$ cat src/rtl/sfsp_pkg.sv
// Package: constants and types of the serial flash sector protection block
`default_nettype none
package sfsp_pkg;
    localparam int SFSP_MAP_BYTES = 16;
    localparam int SFSP_IDX_W = 4;
    localparam int SFSP_CLK_MHZ = 100;
    // Command prefix and fourth bytes
    localparam logic [7:0] SFSP_PRE0 = 8'h3d;
    localparam logic [7:0] SFSP_PRE1 = 8'h2a;
    localparam logic [7:0] SFSP_PRE2 = 8'h7f;
    localparam logic [7:0] SFSP_OP_ERASE = 8'hcf;
    localparam logic [7:0] SFSP_OP_PROG = 8'hfc;
    localparam logic [7:0] SFSP_OP_ENABLE = 8'ha9;
    localparam logic [7:0] SFSP_OP_DISABLE = 8'h9a;
    // Map byte encodings
    localparam logic [7:0] SFSP_BYTE_PROT = 8'hff;
    localparam logic [7:0] SFSP_BYTE_UNPROT = 8'h00;
    localparam logic [7:0] SFSP_MAP_RESET = 8'h00;
    localparam int SFSP_SUB0A_HI = 7;
    localparam int SFSP_SUB0A_LO = 6;
    localparam int SFSP_SUB0B_HI = 5;
    localparam int SFSP_SUB0B_LO = 4;
    // Timing, in microseconds, and derived cycle counts (longest times round down)
    localparam int SFSP_MAP_ERASE_TIME_US = 20;
    localparam int SFSP_PAGE_PROGRAM_TIME_US = 10;
    localparam int SFSP_HW_PROTECT_ENABLE_DELAY_US = 1;
    localparam int SFSP_HW_PROTECT_DISABLE_DELAY_US = 1;
    localparam int SFSP_ERASE_CYC = SFSP_MAP_ERASE_TIME_US * SFSP_CLK_MHZ;
    localparam int SFSP_PROG_CYC = SFSP_PAGE_PROGRAM_TIME_US * SFSP_CLK_MHZ;
    localparam int SFSP_WP_FILT_CYC = SFSP_HW_PROTECT_ENABLE_DELAY_US * SFSP_CLK_MHZ / 2;
    localparam int SFSP_TIMER_W = 16;
    localparam int SFSP_FILT_W = 8;
    // Array access request from the memory core
    typedef struct packed {
        logic valid;
        logic [3:0] sector;
        logic [7:0] page;
    } sfsp_req_t;
    typedef struct packed {
        logic cs_n;
        logic sck;
        logic si;
    } sfsp_spi_t;
endpackage
`default_nettype wire

$ cat src/rtl/sfsp_protect.sv
// Sector protection: SPI command decode, protection map, hardware pin and access check
//
// Operation
// - Low write-protect pin blocks map changes and protected sector changes.
// - Pin low enables protection; release drops it unless software enabled.
// - Software enable survives pin release; only disable with pin high or power-up clears.
// - Disable command ignored while write-protect pin is low.
// - Pin overrides software state only for guarding sectors.
// - Write-protect input is glitch filtered.
// - Sixteen-byte map, byte n guards sector n.
// - Map must be erased before reprogramming; host issues erase first.
// - Sectors 1-15: FFh protected, 00h unprotected.
// - Byte 0 bits 7:6 guard sub-sector 0a, bits 5:4 guard 0b.
// - Map reads 00h everywhere as shipped.
// - Erase command starts timed map erase at select rise, busy shown.
// - Map erase sets every byte to FFh.
// - Map erase accepted with protection enabled or disabled.
// - Program command takes sixteen bytes, timed program, busy shown.
// - Extra program bytes wrap the index to location zero.
// - Map program accepted with protection enabled or disabled.
// - Program data staged through the first data buffer, overwriting it.
// - Map contents not guaranteed if power fails mid-cycle.
// - Enable command at select rise turns on software protection.
// - Disable command at select rise turns it off when pin high.
// - Software protection state is cleared on power-up.
`default_nettype none
module sfsp_protect
    import sfsp_pkg::*;
#(
    parameter int ERASE_CYC = SFSP_ERASE_CYC,
    parameter int PROG_CYC = SFSP_PROG_CYC,
    parameter int FILT_CYC = SFSP_WP_FILT_CYC,
    parameter int BUF_BYTES = 528
)(
    input wire logic clk,
    input wire logic reset,
    input wire sfsp_spi_t spi,
    input wire logic wp_n,
    input wire sfsp_req_t req,
    output logic req_allow,
    output logic busy,
    output logic prot_enabled,
    output logic sw_prot_q,
    output logic map_locked,
    output logic [SFSP_MAP_BYTES*8-1:0] map_bits
);
    typedef enum {
        SFSP_IDLE,
        SFSP_ERASE,
        SFSP_PROG
    } sfsp_state_t;

    logic [2:0] pins;
    logic cs_n_s;
    logic sck_s;
    logic si_s;
    logic wp_sync_n;
    logic wp_filt_n;
    logic sck_prev_q;
    logic cs_prev_q;
    logic sck_rise;
    logic cs_rise;
    logic cs_fall;
    logic [7:0] shift_q;
    logic [2:0] bit_cnt_q;
    logic [7:0] byte_cnt_q;
    logic [7:0] op_q;
    logic prefix_ok_q;
    logic [SFSP_IDX_W-1:0] wr_idx_q;
    logic [7:0] map_q [SFSP_MAP_BYTES];
    logic [7:0] buf1_q [BUF_BYTES];
    logic [7:0] byte_now;
    logic byte_done;
    sfsp_state_t state_q;
    logic [SFSP_TIMER_W-1:0] timer_q;
    logic cmd_ok;
    logic sector_guard;
    logic cmd_end;
    logic four_bytes;
    logic prog_take;

    // All link pins and the protect pin cross through three synchroniser flops and a registered agreement output
    sfsp_sync #(
        .WIDTH(3)
    ) u_sync (
        .clk(clk),
        .reset(reset),
        .din({spi.cs_n, spi.sck, spi.si}),
        .dout(pins)
    );

    sfsp_sync #(
        .WIDTH(1)
    ) u_wp_sync (
        .clk(clk),
        .reset(reset),
        .din(wp_n),
        .dout(wp_sync_n)
    );

    sfsp_wp_filter #(
        .FILT_CYC(FILT_CYC)
    ) u_wp_filter (
        .clk(clk),
        .reset(reset),
        .wp_sync_n(wp_sync_n),
        .wp_filt_n(wp_filt_n)
    );

    assign cs_n_s = pins[2];
    assign sck_s = pins[1];
    assign si_s = pins[0];

    // Edge detection on the resolved pin levels
    always_ff @(posedge clk)
    begin
        if (reset)
        begin
            // Matches the synchroniser's reset level, so no false edge follows reset
            sck_prev_q <= 1'b1;
            cs_prev_q <= 1'b1;
        end
        else
        begin
            sck_prev_q <= sck_s;
            cs_prev_q <= cs_n_s;
        end
    end

    assign sck_rise = sck_s && !sck_prev_q && !cs_n_s;
    assign cs_rise = cs_n_s && !cs_prev_q;
    assign cs_fall = !cs_n_s && cs_prev_q;
    assign byte_now = {shift_q[6:0], si_s};
    assign byte_done = sck_rise && (bit_cnt_q == 3'd7);

    // Byte assembly, MSB first; SPI modes 0 and 3 both sample on the rise
    always_ff @(posedge clk)
    begin
        if (reset || cs_fall)
        begin
            shift_q <= '0;
            bit_cnt_q <= '0;
        end
        else if (sck_rise)
        begin
            shift_q <= byte_now;
            bit_cnt_q <= bit_cnt_q + 3'd1;
        end
    end

    // Prefix check and opcode capture
    always_ff @(posedge clk)
    begin
        if (reset || cs_fall)
        begin
            byte_cnt_q <= '0;
            op_q <= '0;
            prefix_ok_q <= 1'b1;
        end
        else if (byte_done)
        begin
            if (byte_cnt_q != 8'hff)
                byte_cnt_q <= byte_cnt_q + 8'd1;
            unique case (byte_cnt_q)
                8'd0: prefix_ok_q <= prefix_ok_q && (byte_now == SFSP_PRE0);
                8'd1: prefix_ok_q <= prefix_ok_q && (byte_now == SFSP_PRE1);
                8'd2: prefix_ok_q <= prefix_ok_q && (byte_now == SFSP_PRE2);
                8'd3: op_q <= byte_now;
                default: op_q <= op_q;
            endcase
        end
    end

    // Command is good only on a byte boundary after the four opcode bytes (data may follow)
    assign cmd_ok = prefix_ok_q && (byte_cnt_q >= 8'd4) && (bit_cnt_q == 3'd0)
        && (state_q == SFSP_IDLE);

    // Commands act on the select rise; most take no data after the opcode
    assign four_bytes = (byte_cnt_q == 8'd4);
    assign cmd_end = cs_rise && cmd_ok;

    // Data bytes after the opcode of a program command
    assign prog_take = byte_done && (byte_cnt_q >= 8'd4) && prefix_ok_q
        && (op_q == SFSP_OP_PROG);

    // Program data staging through the first data buffer
    always_ff @(posedge clk)
    begin
        if (reset || cs_fall)
            wr_idx_q <= '0;
        else if (prog_take)
        begin
            buf1_q[wr_idx_q] <= byte_now;
            wr_idx_q <= wr_idx_q + 1'b1;
        end
    end

    // Map is locked while the filtered pin is low
    assign map_locked = !wp_filt_n;

    // Self-timed map erase and program
    always_ff @(posedge clk)
    begin
        if (reset)
        begin
            state_q <= SFSP_IDLE;
            timer_q <= '0;
        end
        else
        begin
            // Cycles start only from idle, so commands during a cycle are dropped
            unique case (state_q)
                SFSP_IDLE:
                begin
                    if (cmd_end && !map_locked && four_bytes
                        && op_q == SFSP_OP_ERASE)
                    begin
                        state_q <= SFSP_ERASE;
                        timer_q <= SFSP_TIMER_W'(ERASE_CYC - 1);
                    end
                    else if (cmd_end && !map_locked
                        && op_q == SFSP_OP_PROG)
                    begin
                        state_q <= SFSP_PROG;
                        timer_q <= SFSP_TIMER_W'(PROG_CYC - 1);
                    end
                end
                SFSP_ERASE, SFSP_PROG:
                begin
                    if (timer_q == '0)
                        state_q <= SFSP_IDLE;
                    else
                        timer_q <= timer_q - 1'b1;
                end
            endcase
        end
    end

    assign busy = (state_q != SFSP_IDLE);

    // Nonvolatile map; reset stands for the as-shipped contents
    // Written only when a timed cycle ends; a reset mid-cycle reloads the as-shipped contents
    always_ff @(posedge clk)
    begin
        if (reset)
        begin
            for (int i = 0; i < SFSP_MAP_BYTES; i++)
                map_q[i] <= SFSP_MAP_RESET;
        end
        else if (state_q == SFSP_ERASE && timer_q == '0)
        begin
            for (int i = 0; i < SFSP_MAP_BYTES; i++)
                map_q[i] <= SFSP_BYTE_PROT;
        end
        else if (state_q == SFSP_PROG && timer_q == '0)
        begin
            // Programming only clears bits, so an unerased map keeps its zeros
            for (int i = 0; i < SFSP_MAP_BYTES; i++)
                map_q[i] <= map_q[i] & buf1_q[i];
        end
    end

    // Software enable state, volatile
    always_ff @(posedge clk)
    begin
        if (reset)
            sw_prot_q <= 1'b0;
        else if (cmd_end && four_bytes && op_q == SFSP_OP_ENABLE)
            sw_prot_q <= 1'b1;
        else if (cmd_end && four_bytes && op_q == SFSP_OP_DISABLE
            && wp_filt_n)
            sw_prot_q <= 1'b0;
    end

    // Pin forces protection on but never touches the software state
    assign prot_enabled = sw_prot_q || !wp_filt_n;

    // Sector guard lookup
    always_comb
    begin
        if (req.sector == '0)
        begin
            if (req.page < 8'd8)
                sector_guard = &map_q[0][SFSP_SUB0A_HI:SFSP_SUB0A_LO];
            else
                sector_guard = &map_q[0][SFSP_SUB0B_HI:SFSP_SUB0B_LO];
        end
        else
            sector_guard = (map_q[req.sector] == SFSP_BYTE_PROT);
    end

    assign req_allow = req.valid && !(prot_enabled && sector_guard);

    generate
        for (genvar g = 0; g < SFSP_MAP_BYTES; g++)
        begin : g_map_out
            assign map_bits[g*8 +: 8] = map_q[g];
        end
    endgenerate
endmodule // sfsp_protect
`default_nettype wire

$ cat src/rtl/sfsp_sync.sv
// Three-stage pin synchroniser with agreement detect
`default_nettype none
module sfsp_sync
    import sfsp_pkg::*;
#(
    parameter int WIDTH = 3
)(
    input wire logic clk,
    input wire logic reset,
    input wire logic [WIDTH-1:0] din,
    output logic [WIDTH-1:0] dout
);
    logic [WIDTH-1:0] s1_q;
    logic [WIDTH-1:0] s2_q;
    logic [WIDTH-1:0] s3_q;

    always_ff @(posedge clk)
    begin
        if (reset)
        begin
            s1_q <= '1;
            s2_q <= '1;
            s3_q <= '1;
        end
        else
        begin
            s1_q <= din;
            s2_q <= s1_q;
            s3_q <= s2_q;
        end
    end

    // A bit changes once the second and third stages agree
    always_ff @(posedge clk)
    begin
        if (reset)
            dout <= '1;
        else
        begin
            for (int i = 0; i < WIDTH; i++)
            begin
                if (s2_q[i] == s3_q[i])
                    dout[i] <= s3_q[i];
            end
        end
    end
endmodule // sfsp_sync
`default_nettype wire

$ cat src/rtl/sfsp_wp_filter.sv
// Glitch filter for the active-low write-protect pin
`default_nettype none
module sfsp_wp_filter
    import sfsp_pkg::*;
#(
    parameter int FILT_CYC = SFSP_WP_FILT_CYC
)(
    input wire logic clk,
    input wire logic reset,
    input wire logic wp_sync_n,
    output logic wp_filt_n
);
    logic [SFSP_FILT_W-1:0] cnt_q;

    // Level must hold steady FILT_CYC cycles before it is accepted
    always_ff @(posedge clk)
    begin
        if (reset)
        begin
            cnt_q <= '0;
            wp_filt_n <= 1'b1;
        end
        else if (wp_sync_n == wp_filt_n)
            cnt_q <= '0;
        else if (cnt_q == SFSP_FILT_W'(FILT_CYC - 1))
        begin
            cnt_q <= '0;
            wp_filt_n <= wp_sync_n;
        end
        else
            cnt_q <= cnt_q + 1'b1;
    end
endmodule // sfsp_wp_filter
`default_nettype wire

$ cat config.mk
export PLATFORM = sky130hd
export DESIGN_NAME = sfsp_protect
export DESIGN_NICKNAME = d
export VERILOG_FILES = /design/src/rtl/sfsp_pkg.sv /design/src/rtl/sfsp_protect.sv /design/src/rtl/sfsp_sync.sv /design/src/rtl/sfsp_wp_filter.sv
export SDC_FILE = /design/constraint.sdc
export NUM_CORES = 1
export LEC_CHECK = 0
export ABC_AREA = 1
export BUFFER_PORTS_ARGS = -buffer_cell sky130_fd_sc_hd__clkbuf_2
export CAP_MARGIN = 10
export CORE_UTILIZATION = 55
export CTS_BUF_LIST = sky130_fd_sc_hd__clkbuf_8
export CTS_CLUSTER_DIAMETER = 120
export DETAILED_ROUTE_END_ITERATION = 12
export PLACE_DENSITY = 0.88
export RECOVER_POWER = 50
export SLEW_MARGIN = 0
export SYNTH_ARGS = -nofsm -noshare
export SYNTH_HDL_FRONTEND = slang
export SYNTH_MEMORY_MAX_BITS = 65536
export SYNTH_SLANG_ARGS = --single-unit
$ cat constraint.sdc
create_clock -name clk -period 2.4 [get_ports clk]
set_input_delay 0.12 -clock clk [delete_from_list [all_inputs] [get_ports clk]]
set_output_delay 0.12 -clock clk [all_outputs]
set_load 0.02 [all_outputs]
==> results of run 1 <==
==> worst max-delay path by stage <==
stage                              from                         to  slack [ps]  cells past startpoint
2_1_floorplan   timer_q[0]$_SDFFE_PP0P_  map_q[1][0]$_SDFFCE_PN0P_          60                      9
3_3_place_gp    timer_q[0]$_SDFFE_PP0P_  map_q[2][7]$_SDFFCE_PN0P_         280                     12
3_5_place_dp    timer_q[0]$_SDFFE_PP0P_  map_q[2][5]$_SDFFCE_PN0P_         160                     12
4_1_cts        map_q[0][5]$_SDFFE_PP1P_                  req_allow         100                     10
5_1_grt         timer_q[0]$_SDFFE_PP0P_  map_q[4][7]$_SDFFCE_PN0P_         -40                     13
6_report        timer_q[0]$_SDFFE_PP0P_  map_q[4][0]$_SDFFCE_PN0P_          50                     12
==> critical path, cell delays in order, from the launching register on <==
cell,delay (ps)
dfxtp_1,320
inv_1,80
ha_2,200
nand3_2,110
inv_2,90
nand2_2,80
nor2_4,140
nand3_2,130
nor3_4,270
nand2_4,120
clkbuf_16,250
a21oi_1,230
nor2_1,90
==> state kept, by name (all words and copies together), names as in the netlist, 4 cells and up <==
signal	count
buf1_q	128
map_q	128
timer_q	16
byte_cnt_q	8
op_q	8
u_wp_filter.cnt_q	8
shift_q	7
wr_idx_q	4
==> area by class of cell <==
class / count / area share, %
clock inverter: 43 / 1.640
tap: 319 / 2.539
clock buffer: 51 / 4.465
sequential: 333 / 58.22
multi-input combinational: 782 / 24.29
timing repair buffer: 201 / 7.037
inverter: 76 / 1.815
==> cell families after synthesis <==
family / Yosys count / share of synthesized area, %
adders and majority gates: 17 / 1.587
buffers and inverters: 118 / 3.670
AOI/OAI and AO/OA: 219 / 8.591
DFF: 333 / 68.28
xor gates and xnor gates: 10 / 0.6536
and+or+nand+nor: 536 / 17.22
==> cells in the mapped netlist, drive strengths merged, types with 5 or more instances <==
cell / n / area share, %
edfxtp: 248 / 56
o211ai: 9 / 0.50
buf: 20 / 0.92
ha: 17 / 1.6
nand2: 227 / 6.4
or2: 22 / 1.0
a211oi: 10 / 0.56
nor3: 16 / 0.77
a21oi: 151 / 5.6
nand3b: 5 / 0.28
xor2: 10 / 0.65
inv: 75 / 2.1
nor2: 178 / 5.1
nand3: 63 / 2.5
dfxtp: 85 / 13
nand4: 18 / 0.84
o21ai: 46 / 1.7
clkbuf: 22 / 0.62
==> stage by stage <==
step	instance area [um^2]	instances
after floorplan	13400	1233
after global placement	14720	1698
after detailed placement	14720	1698
after CTS	15730	1797
after global routing	15720	1805
final	15720	1805
==> power by group through the flow <==
stage	sequential, W	combinational [W]	clock, W
floorplan	0.00701	0.000750	0
global placement	0.00680	0.00142	0
detailed placement	0.00681	0.00148	0
CTS	0.00669	0.00149	0.00445
global route	0.00672	0.00170	0.00471
finish	0.00671	0.00156	0.00444
==> placed cells by master, fill, tap and decap left out, types with 2 or more instances in the layout <==
cell type,synthesis,routed
dlygate4sd3_1,0,5
a21oi_1,151,143
nor3_4,2,3
a21oi_2,0,7
nor3b_1,2,2
nand2_1,225,223
clkbuf_2,0,17
nand4_1,18,18
nand2_2,2,3
buf_4,1,27
clkbuf_16,0,4
xor2_1,10,10
nor4_1,2,2
clkinvlp_4,0,2
nor3_1,14,13
clkbuf_1,22,140
nor2_1,174,173
o211ai_1,9,9
inv_2,4,5
dfxtp_1,85,83
nor2_2,3,4
buf_12,0,6
edfxtp_1,248,248
dfxtp_2,0,2
a211oi_1,10,10
clkinv_1,1,16
clkbuf_8,0,51
o21ai_1,16,11
clkinv_2,0,13
nand3b_1,5,5
inv_1,71,79
and3_1,2,2
o21ai_0,30,35
or2_2,21,21
nand3_1,60,61
bufinv_16,0,2
ha_1,17,16
nand3_2,3,2
buf_6,4,2
==> timing repair <==
item                                    CTS  global route
gates resized for setup                   0            20
endpoints found under the setup margin    0            77
endpoints found under the hold margin     6             0
hold buffers                              5             0
buffers inserted                          0             3
==> per-layer routing <==
metal  up-vias  GRT usage (%)  wire, um
met2       723          45.53     17460
li1       4710              -         -
met5         -              0         0
met3       149          6.187      4079
met1      4949          31.43     12250
met4         0          11.31      1506
==> flow_metrics.env, run 1 <==
export IMPL_die_w_um=158.1
export IMPL_pre_cts_ws_ps=156.2
export IMPL_p_leak_nw=6.177
export IMPL_syn_to_final_growth_pct=17.31
export IMPL_hp_start="spi[2]"
export IMPL_period_share_pct=98.11
export IMPL_num_rows=56
export IMPL_vias=10530
export IMPL_cts_htree_levels=2
export IMPL_synth_edf_count=248
export IMPL_grt_pass1_wl_um=49980
export IMPL_utilization_pct=66.37
export IMPL_cts_made_buffers=50
export IMPL_r2r_slack_ps=50
export IMPL_worstHoldEndpoint="u_sync.s1_q[2]$_SDFF_PP1_"
export IMPL_drv_slew=0
export IMPL_multi_input_area_um2=3817
export IMPL_crit_path_end_kind="flop"
export IMPL_synthArstFlopShare_pct=0
export IMPL_syn_inst=1233
export IMPL_ios=152
export IMPL_fin_setup_tns_ps=0
export IMPL_antenna_found_initial=1
export IMPL_p_per_area_nw_per_um2=808.2
export IMPL_r2r_end="map_q[4][0]$_SDFFCE_PN0P_"
export IMPL_skew_ps=36.14
export IMPL_n_fill_cell=1748
export IMPL_path_class="reg -> reg"
export IMPL_ff2ff_path_depth=12
export IMPL_hp_class="in -> reg"
export IMPL_initial_core_util_pct=56.58
export IMPL_crit_fanout=36
export IMPL_hold_path_depth=3
export IMPL_dp_hpwl_um=21450
export IMPL_fin_total_pwr_w=0.01270
export IMPL_core_area_um2=23680
export IMPL_routed_wl_um=35290
export IMPL_ys_flop_type="edfxtp_1"
export IMPL_register_area_um2=9151
export IMPL_cts_tree="built"
export IMPL_timing_final_hold_violations=0
export IMPL_place_gp_congestion=0.9223
export IMPL_layout_setup_ws_ps=45.27
export IMPL_comb_power_share_pct=12.3
export IMPL_ys_seq_area_share_pct=68.28
export IMPL_dieArea_um2=24990
export IMPL_max_freq_mhz=424.7
export IMPL_setup_viol=0
export IMPL_grt_max_degree=73
export IMPL_drtIter0Drc=1317
export IMPL_grt_usage_pct=26.35
export IMPL_avgRoutedWirePerCell_um=19.55
export IMPL_r2r_start="timer_q[0]$_SDFFE_PP0P_"
export IMPL_cts_root_buf="clkbuf_8"
export IMPL_worstSetupStartpointType="flop"
export IMPL_chipHeight_um=158.1
export IMPL_vdd_ir_drop_max_mv=0.3667
export IMPL_outcome="completed"
export IMPL_syn_area_um2=13400
export IMPL_ys_types=37
export IMPL_drtPass1Iterations=8
export IMPL_drcViolationCount=0
export IMPL_hold_slack_ps=267.0
export IMPL_clockBufferDepth=3
export IMPL_vias_per_cell=5.834
export IMPL_drv_cap=0
export IMPL_crit_required_ps=2740
export IMPL_grt_pass1_vias=9719
export IMPL_p_seq_share_pct=52.8
export IMPL_grt_ovfl_total=0
export IMPL_p_switching_w=0.003531
export IMPL_synth_avg_cell_area_um2=10.87
export IMPL_worst_slew_pin_slew_ps=1299
export IMPL_worstPathArrival_ps=2690
export IMPL_clk_pin_slew_ps=70
export IMPL_ant_nets=0
export IMPL_swShare_pct=27.79
export IMPL_ys_ff_latch=333
export IMPL_synth_warning_count=0
export IMPL_layout_min_cycle_time_ps=2355
export IMPL_p_int_w=0.009173
export IMPL_antenna_cells=0
export IMPL_max_slew_margin_pct=13.38
export IMPL_final_nets=1480
export IMPL_syn_nets=1269
export IMPL_numPortBuffers=148
export IMPL_clkPwrFrac_pct=34.9
export IMPL_insertion_delay_ps=590
export IMPL_cts_num_sinks=333
export IMPL_drive_gt1_share_pct=11.91
No activity file was read; power rests on OpenSTA's default activity.
==> run 2: changes to the inputs <==
--- a/config.mk
+++ b/config.mk
@@ -5,16 +5,15 @@
 export SDC_FILE = /design/constraint.sdc
 export NUM_CORES = 1
 export LEC_CHECK = 0
-export ABC_AREA = 1
-export BUFFER_PORTS_ARGS = -buffer_cell sky130_fd_sc_hd__clkbuf_2
 export CAP_MARGIN = 10
-export CORE_UTILIZATION = 55
+export CORE_UTILIZATION = 59
 export CTS_BUF_LIST = sky130_fd_sc_hd__clkbuf_8
 export CTS_CLUSTER_DIAMETER = 120
 export DETAILED_ROUTE_END_ITERATION = 12
-export PLACE_DENSITY = 0.88
+export DONT_BUFFER_PORTS = 1
+export PLACE_DENSITY = 0.87
 export RECOVER_POWER = 50
-export SLEW_MARGIN = 0
+export SLEW_MARGIN = 20
 export SYNTH_ARGS = -nofsm -noshare
 export SYNTH_HDL_FRONTEND = slang
 export SYNTH_MEMORY_MAX_BITS = 65536
==> flow_metrics.env, run 2 <==
export IMPL_crit_path_end_kind="output port"
export IMPL_insertion_delay_ps=610
export IMPL_violations="max-capacitance violations, max-slew violations, negative setup slack"
export IMPL_clockBufferDepth=3
export IMPL_num_rows=54
export IMPL_synth_top_area_cell="edfxtp_1"
export IMPL_syn_inst=1052
export IMPL_cts_tree="built"
export IMPL_netlist_top_cells_count="248 x edfxtp_1, 150 x nand2_1, 85 x dfxtp_1, 81 x nor2_1"
export IMPL_outcome="finished, violations left"
export IMPL_syn_area_um2=13100
export IMPL_worstSetupStartpointType="flop"
export IMPL_synth_most_common_cell="edfxtp_1"
export IMPL_rsz0062_at_grt="yes"
export IMPL_routed_wl_um=42660
export IMPL_antenna_found_initial=5
export IMPL_worst_slew_pin_slew_ps=1588
export IMPL_drcViolationCount=0
export IMPL_yosysTopAreaCellShare_pct=56.83
export IMPL_cts_made_buffers=49
export IMPL_grt_pass1_wl_um=51180
export IMPL_hp_start="reset"
export IMPL_p_leak_nw=5.885
export IMPL_die_w_um=151.0
export IMPL_cts_root_buf="clkbuf_8"
export IMPL_drtIter0Drc=1463
export IMPL_layout_common_cells="248 x edfxtp_1, 149 x nand2_1, 82 x dfxtp_1, 77 x nor2_1, 68 x o21ai_2"
export IMPL_dp_hpwl_um=19790
export IMPL_skew_ps=40.32
export IMPL_timing_final_hold_violations=0
export IMPL_max_slew_margin_pct=-5.880
export IMPL_worstPathArrival_ps=2690
export IMPL_drv_slew=38
export IMPL_avgRoutedWirePerCell_um=28.11
export IMPL_drtPass1Iterations=8
export IMPL_ant_nets=0
export IMPL_syn_nets=1088
export IMPL_hp_class="in -> reg"
export IMPL_drv_cap=2
export IMPL_synth_warning_count=0
export IMPL_path_class="reg -> out"
export IMPL_cts_num_sinks=333
export IMPL_period_share_pct=117.0
export IMPL_worstSetupStartpoint="map_q[6][1]$_SDFFCE_PN0P_"
export IMPL_synthArstFlopShare_pct=0
export IMPL_place_gp_congestion=0.9207
export IMPL_layout_min_cycle_time_ps=2809
export IMPL_register_area_um2=9153
export IMPL_ys_types=61
export IMPL_syn_to_final_growth_pct=23.08
export IMPL_n_fill_cell=1156
export IMPL_post_place_cells=1375
export IMPL_setup_viol=145
export IMPL_synth_top_cells_by_area="edfxtp_1 57%, dfxtp_1 13%, nand2_1 4.3%"
export IMPL_synth_avg_cell_area_um2=12.46
export IMPL_vias=10380
export IMPL_fin_setup_tns_ps=-15120
export IMPL_core_area_um2=21820
export IMPL_drive_gt1_share_pct=22.77
export IMPL_crit_required_ps=2280
export IMPL_ys_flop_type="edfxtp_1"
export IMPL_synth_edf_count=248
export IMPL_crit_fanout=3
export IMPL_grt_pass1_vias=9450
export IMPL_dieArea_um2=22810
export IMPL_p_per_area_nw_per_um2=814.2
export IMPL_clk_pin_slew_ps=80
export IMPL_cts_htree_levels=2
export IMPL_vdd_ir_drop_max_mv=0.4957
export IMPL_initial_core_util_pct=60.04
export IMPL_layout_setup_ws_ps=-408.6
export IMPL_grt_max_degree=49
export IMPL_final_nets=1231
export IMPL_multi_input_area_um2=4182
export IMPL_grt_usage_pct=30.12
export IMPL_r2r_start="op_q[7]$_SDFFE_PP0P_"
export IMPL_ios=152
export IMPL_vias_per_cell=6.841
export IMPL_grt_ovfl_total=0
export IMPL_chipHeight_um=151.0
export IMPL_ys_seq_area_share_pct=69.82
export IMPL_numPortBuffers=0
export IMPL_max_freq_mhz=356.0
export IMPL_final_cell_count_no_fill=1518
export IMPL_reg_largest_list="buf1_q: 128 flops, map_q: 128 flops, timer_q: 16 flops"
export IMPL_ys_ff_latch=333
export IMPL_final_common_cell="edfxtp_1"
[run 2: timing repair]
| item | in CTS | in global routing |
|---|---|---|
| gates cloned | 5 | 17 |
| setup endpoints to repair | 73 | 342 |
| setup buffers | 3 | 7 |
| pin swaps | 22 | 63 |
| endpoints found under the hold margin | 86 | 0 |
| gates resized for setup | 38 | 101 |
| hold buffers | 17 | 0 |
[run 2: layer usage]
layer	wire length [um]	track usage, %
met5	13	0
met4	3429	16.00
met3	6480	8.404
met2	19580	50.99
met1	13160	34.75
[run 2: path summary, 6_finish.rpt]
path / to / slack, ps / depth (start not counted)
max: req_allow / -410 / 6
max reg2reg: buf1_q[8][4]$_DFFE_PP_ / -270 / 7
min: map_q[0][6]$_SDFFE_PP1P_ / 40 / 4
min reg2reg: u_wp_sync.s2_q$_SDFF_PP1_ / 410 / 1
[run 2: stage by stage]
step / hold slack, ps / utilization (%) / cell area (um^2) / power [W] / worst slack (ps)
after floorplan: 223.8 / - / 13160 / 0.007793 / -477.3
after global placement: 212.6 / 64.44 / 14060 / 0.008267 / -36.56
after detailed placement: 218.7 / 64.44 / 14060 / 0.008319 / -143.4
after CTS: -9.287 / 70.79 / 15450 / 0.01252 / -104.8
after global routing: 76.99 / 73.86 / 16120 / 0.01350 / -422.2
final: 38.94 / 73.90 / 16130 / 0.01313 / -408.6
[run 2: report_power, final]
part / internal (W) / switching [W] / leakage [nW] / total, W
combinational: 0.000757 / 0.00110 / 2.32 / 0.00185
clock: 0.00206 / 0.00227 / 0.518 / 0.00432
sequential: 0.00646 / 0.000492 / 3.05 / 0.00696
[run 2: layout make-up]
| cell class | count | share of cell area, % |
|---|---|---|
| Sequential cell | 333 | 56.75 |
| Clock inverter | 40 | 1.218 |
| Clock buffer | 50 | 4.267 |
| Inverter | 20 | 0.4655 |
| Antenna cell | 4 | 0.06206 |
| Multi-Input combinational cell | 651 | 25.93 |
| Tap cell | 280 | 2.172 |
| Timing Repair Buffer | 140 | 9.139 |
[run 2: critical path: stages, from the launching register on]
cell and delay [ps]:
edfxtp_1 550, nand4_1 150, nor2_1 510, o21ai_1 220
o311ai_4 140, a31oi_2 110, o31a_1 400
[run 2: cell families after synthesis]
family,after synthesis,synth area share (%)
xor gates and xnor gates,21,1.404
muxes,19,1.451
adders and majority gates,17,1.623
AOI/OAI and AO/OA,216,9.596
DFF,333,69.82
buffers and inverters,68,2.454
and+or+nand+nor,378,13.65
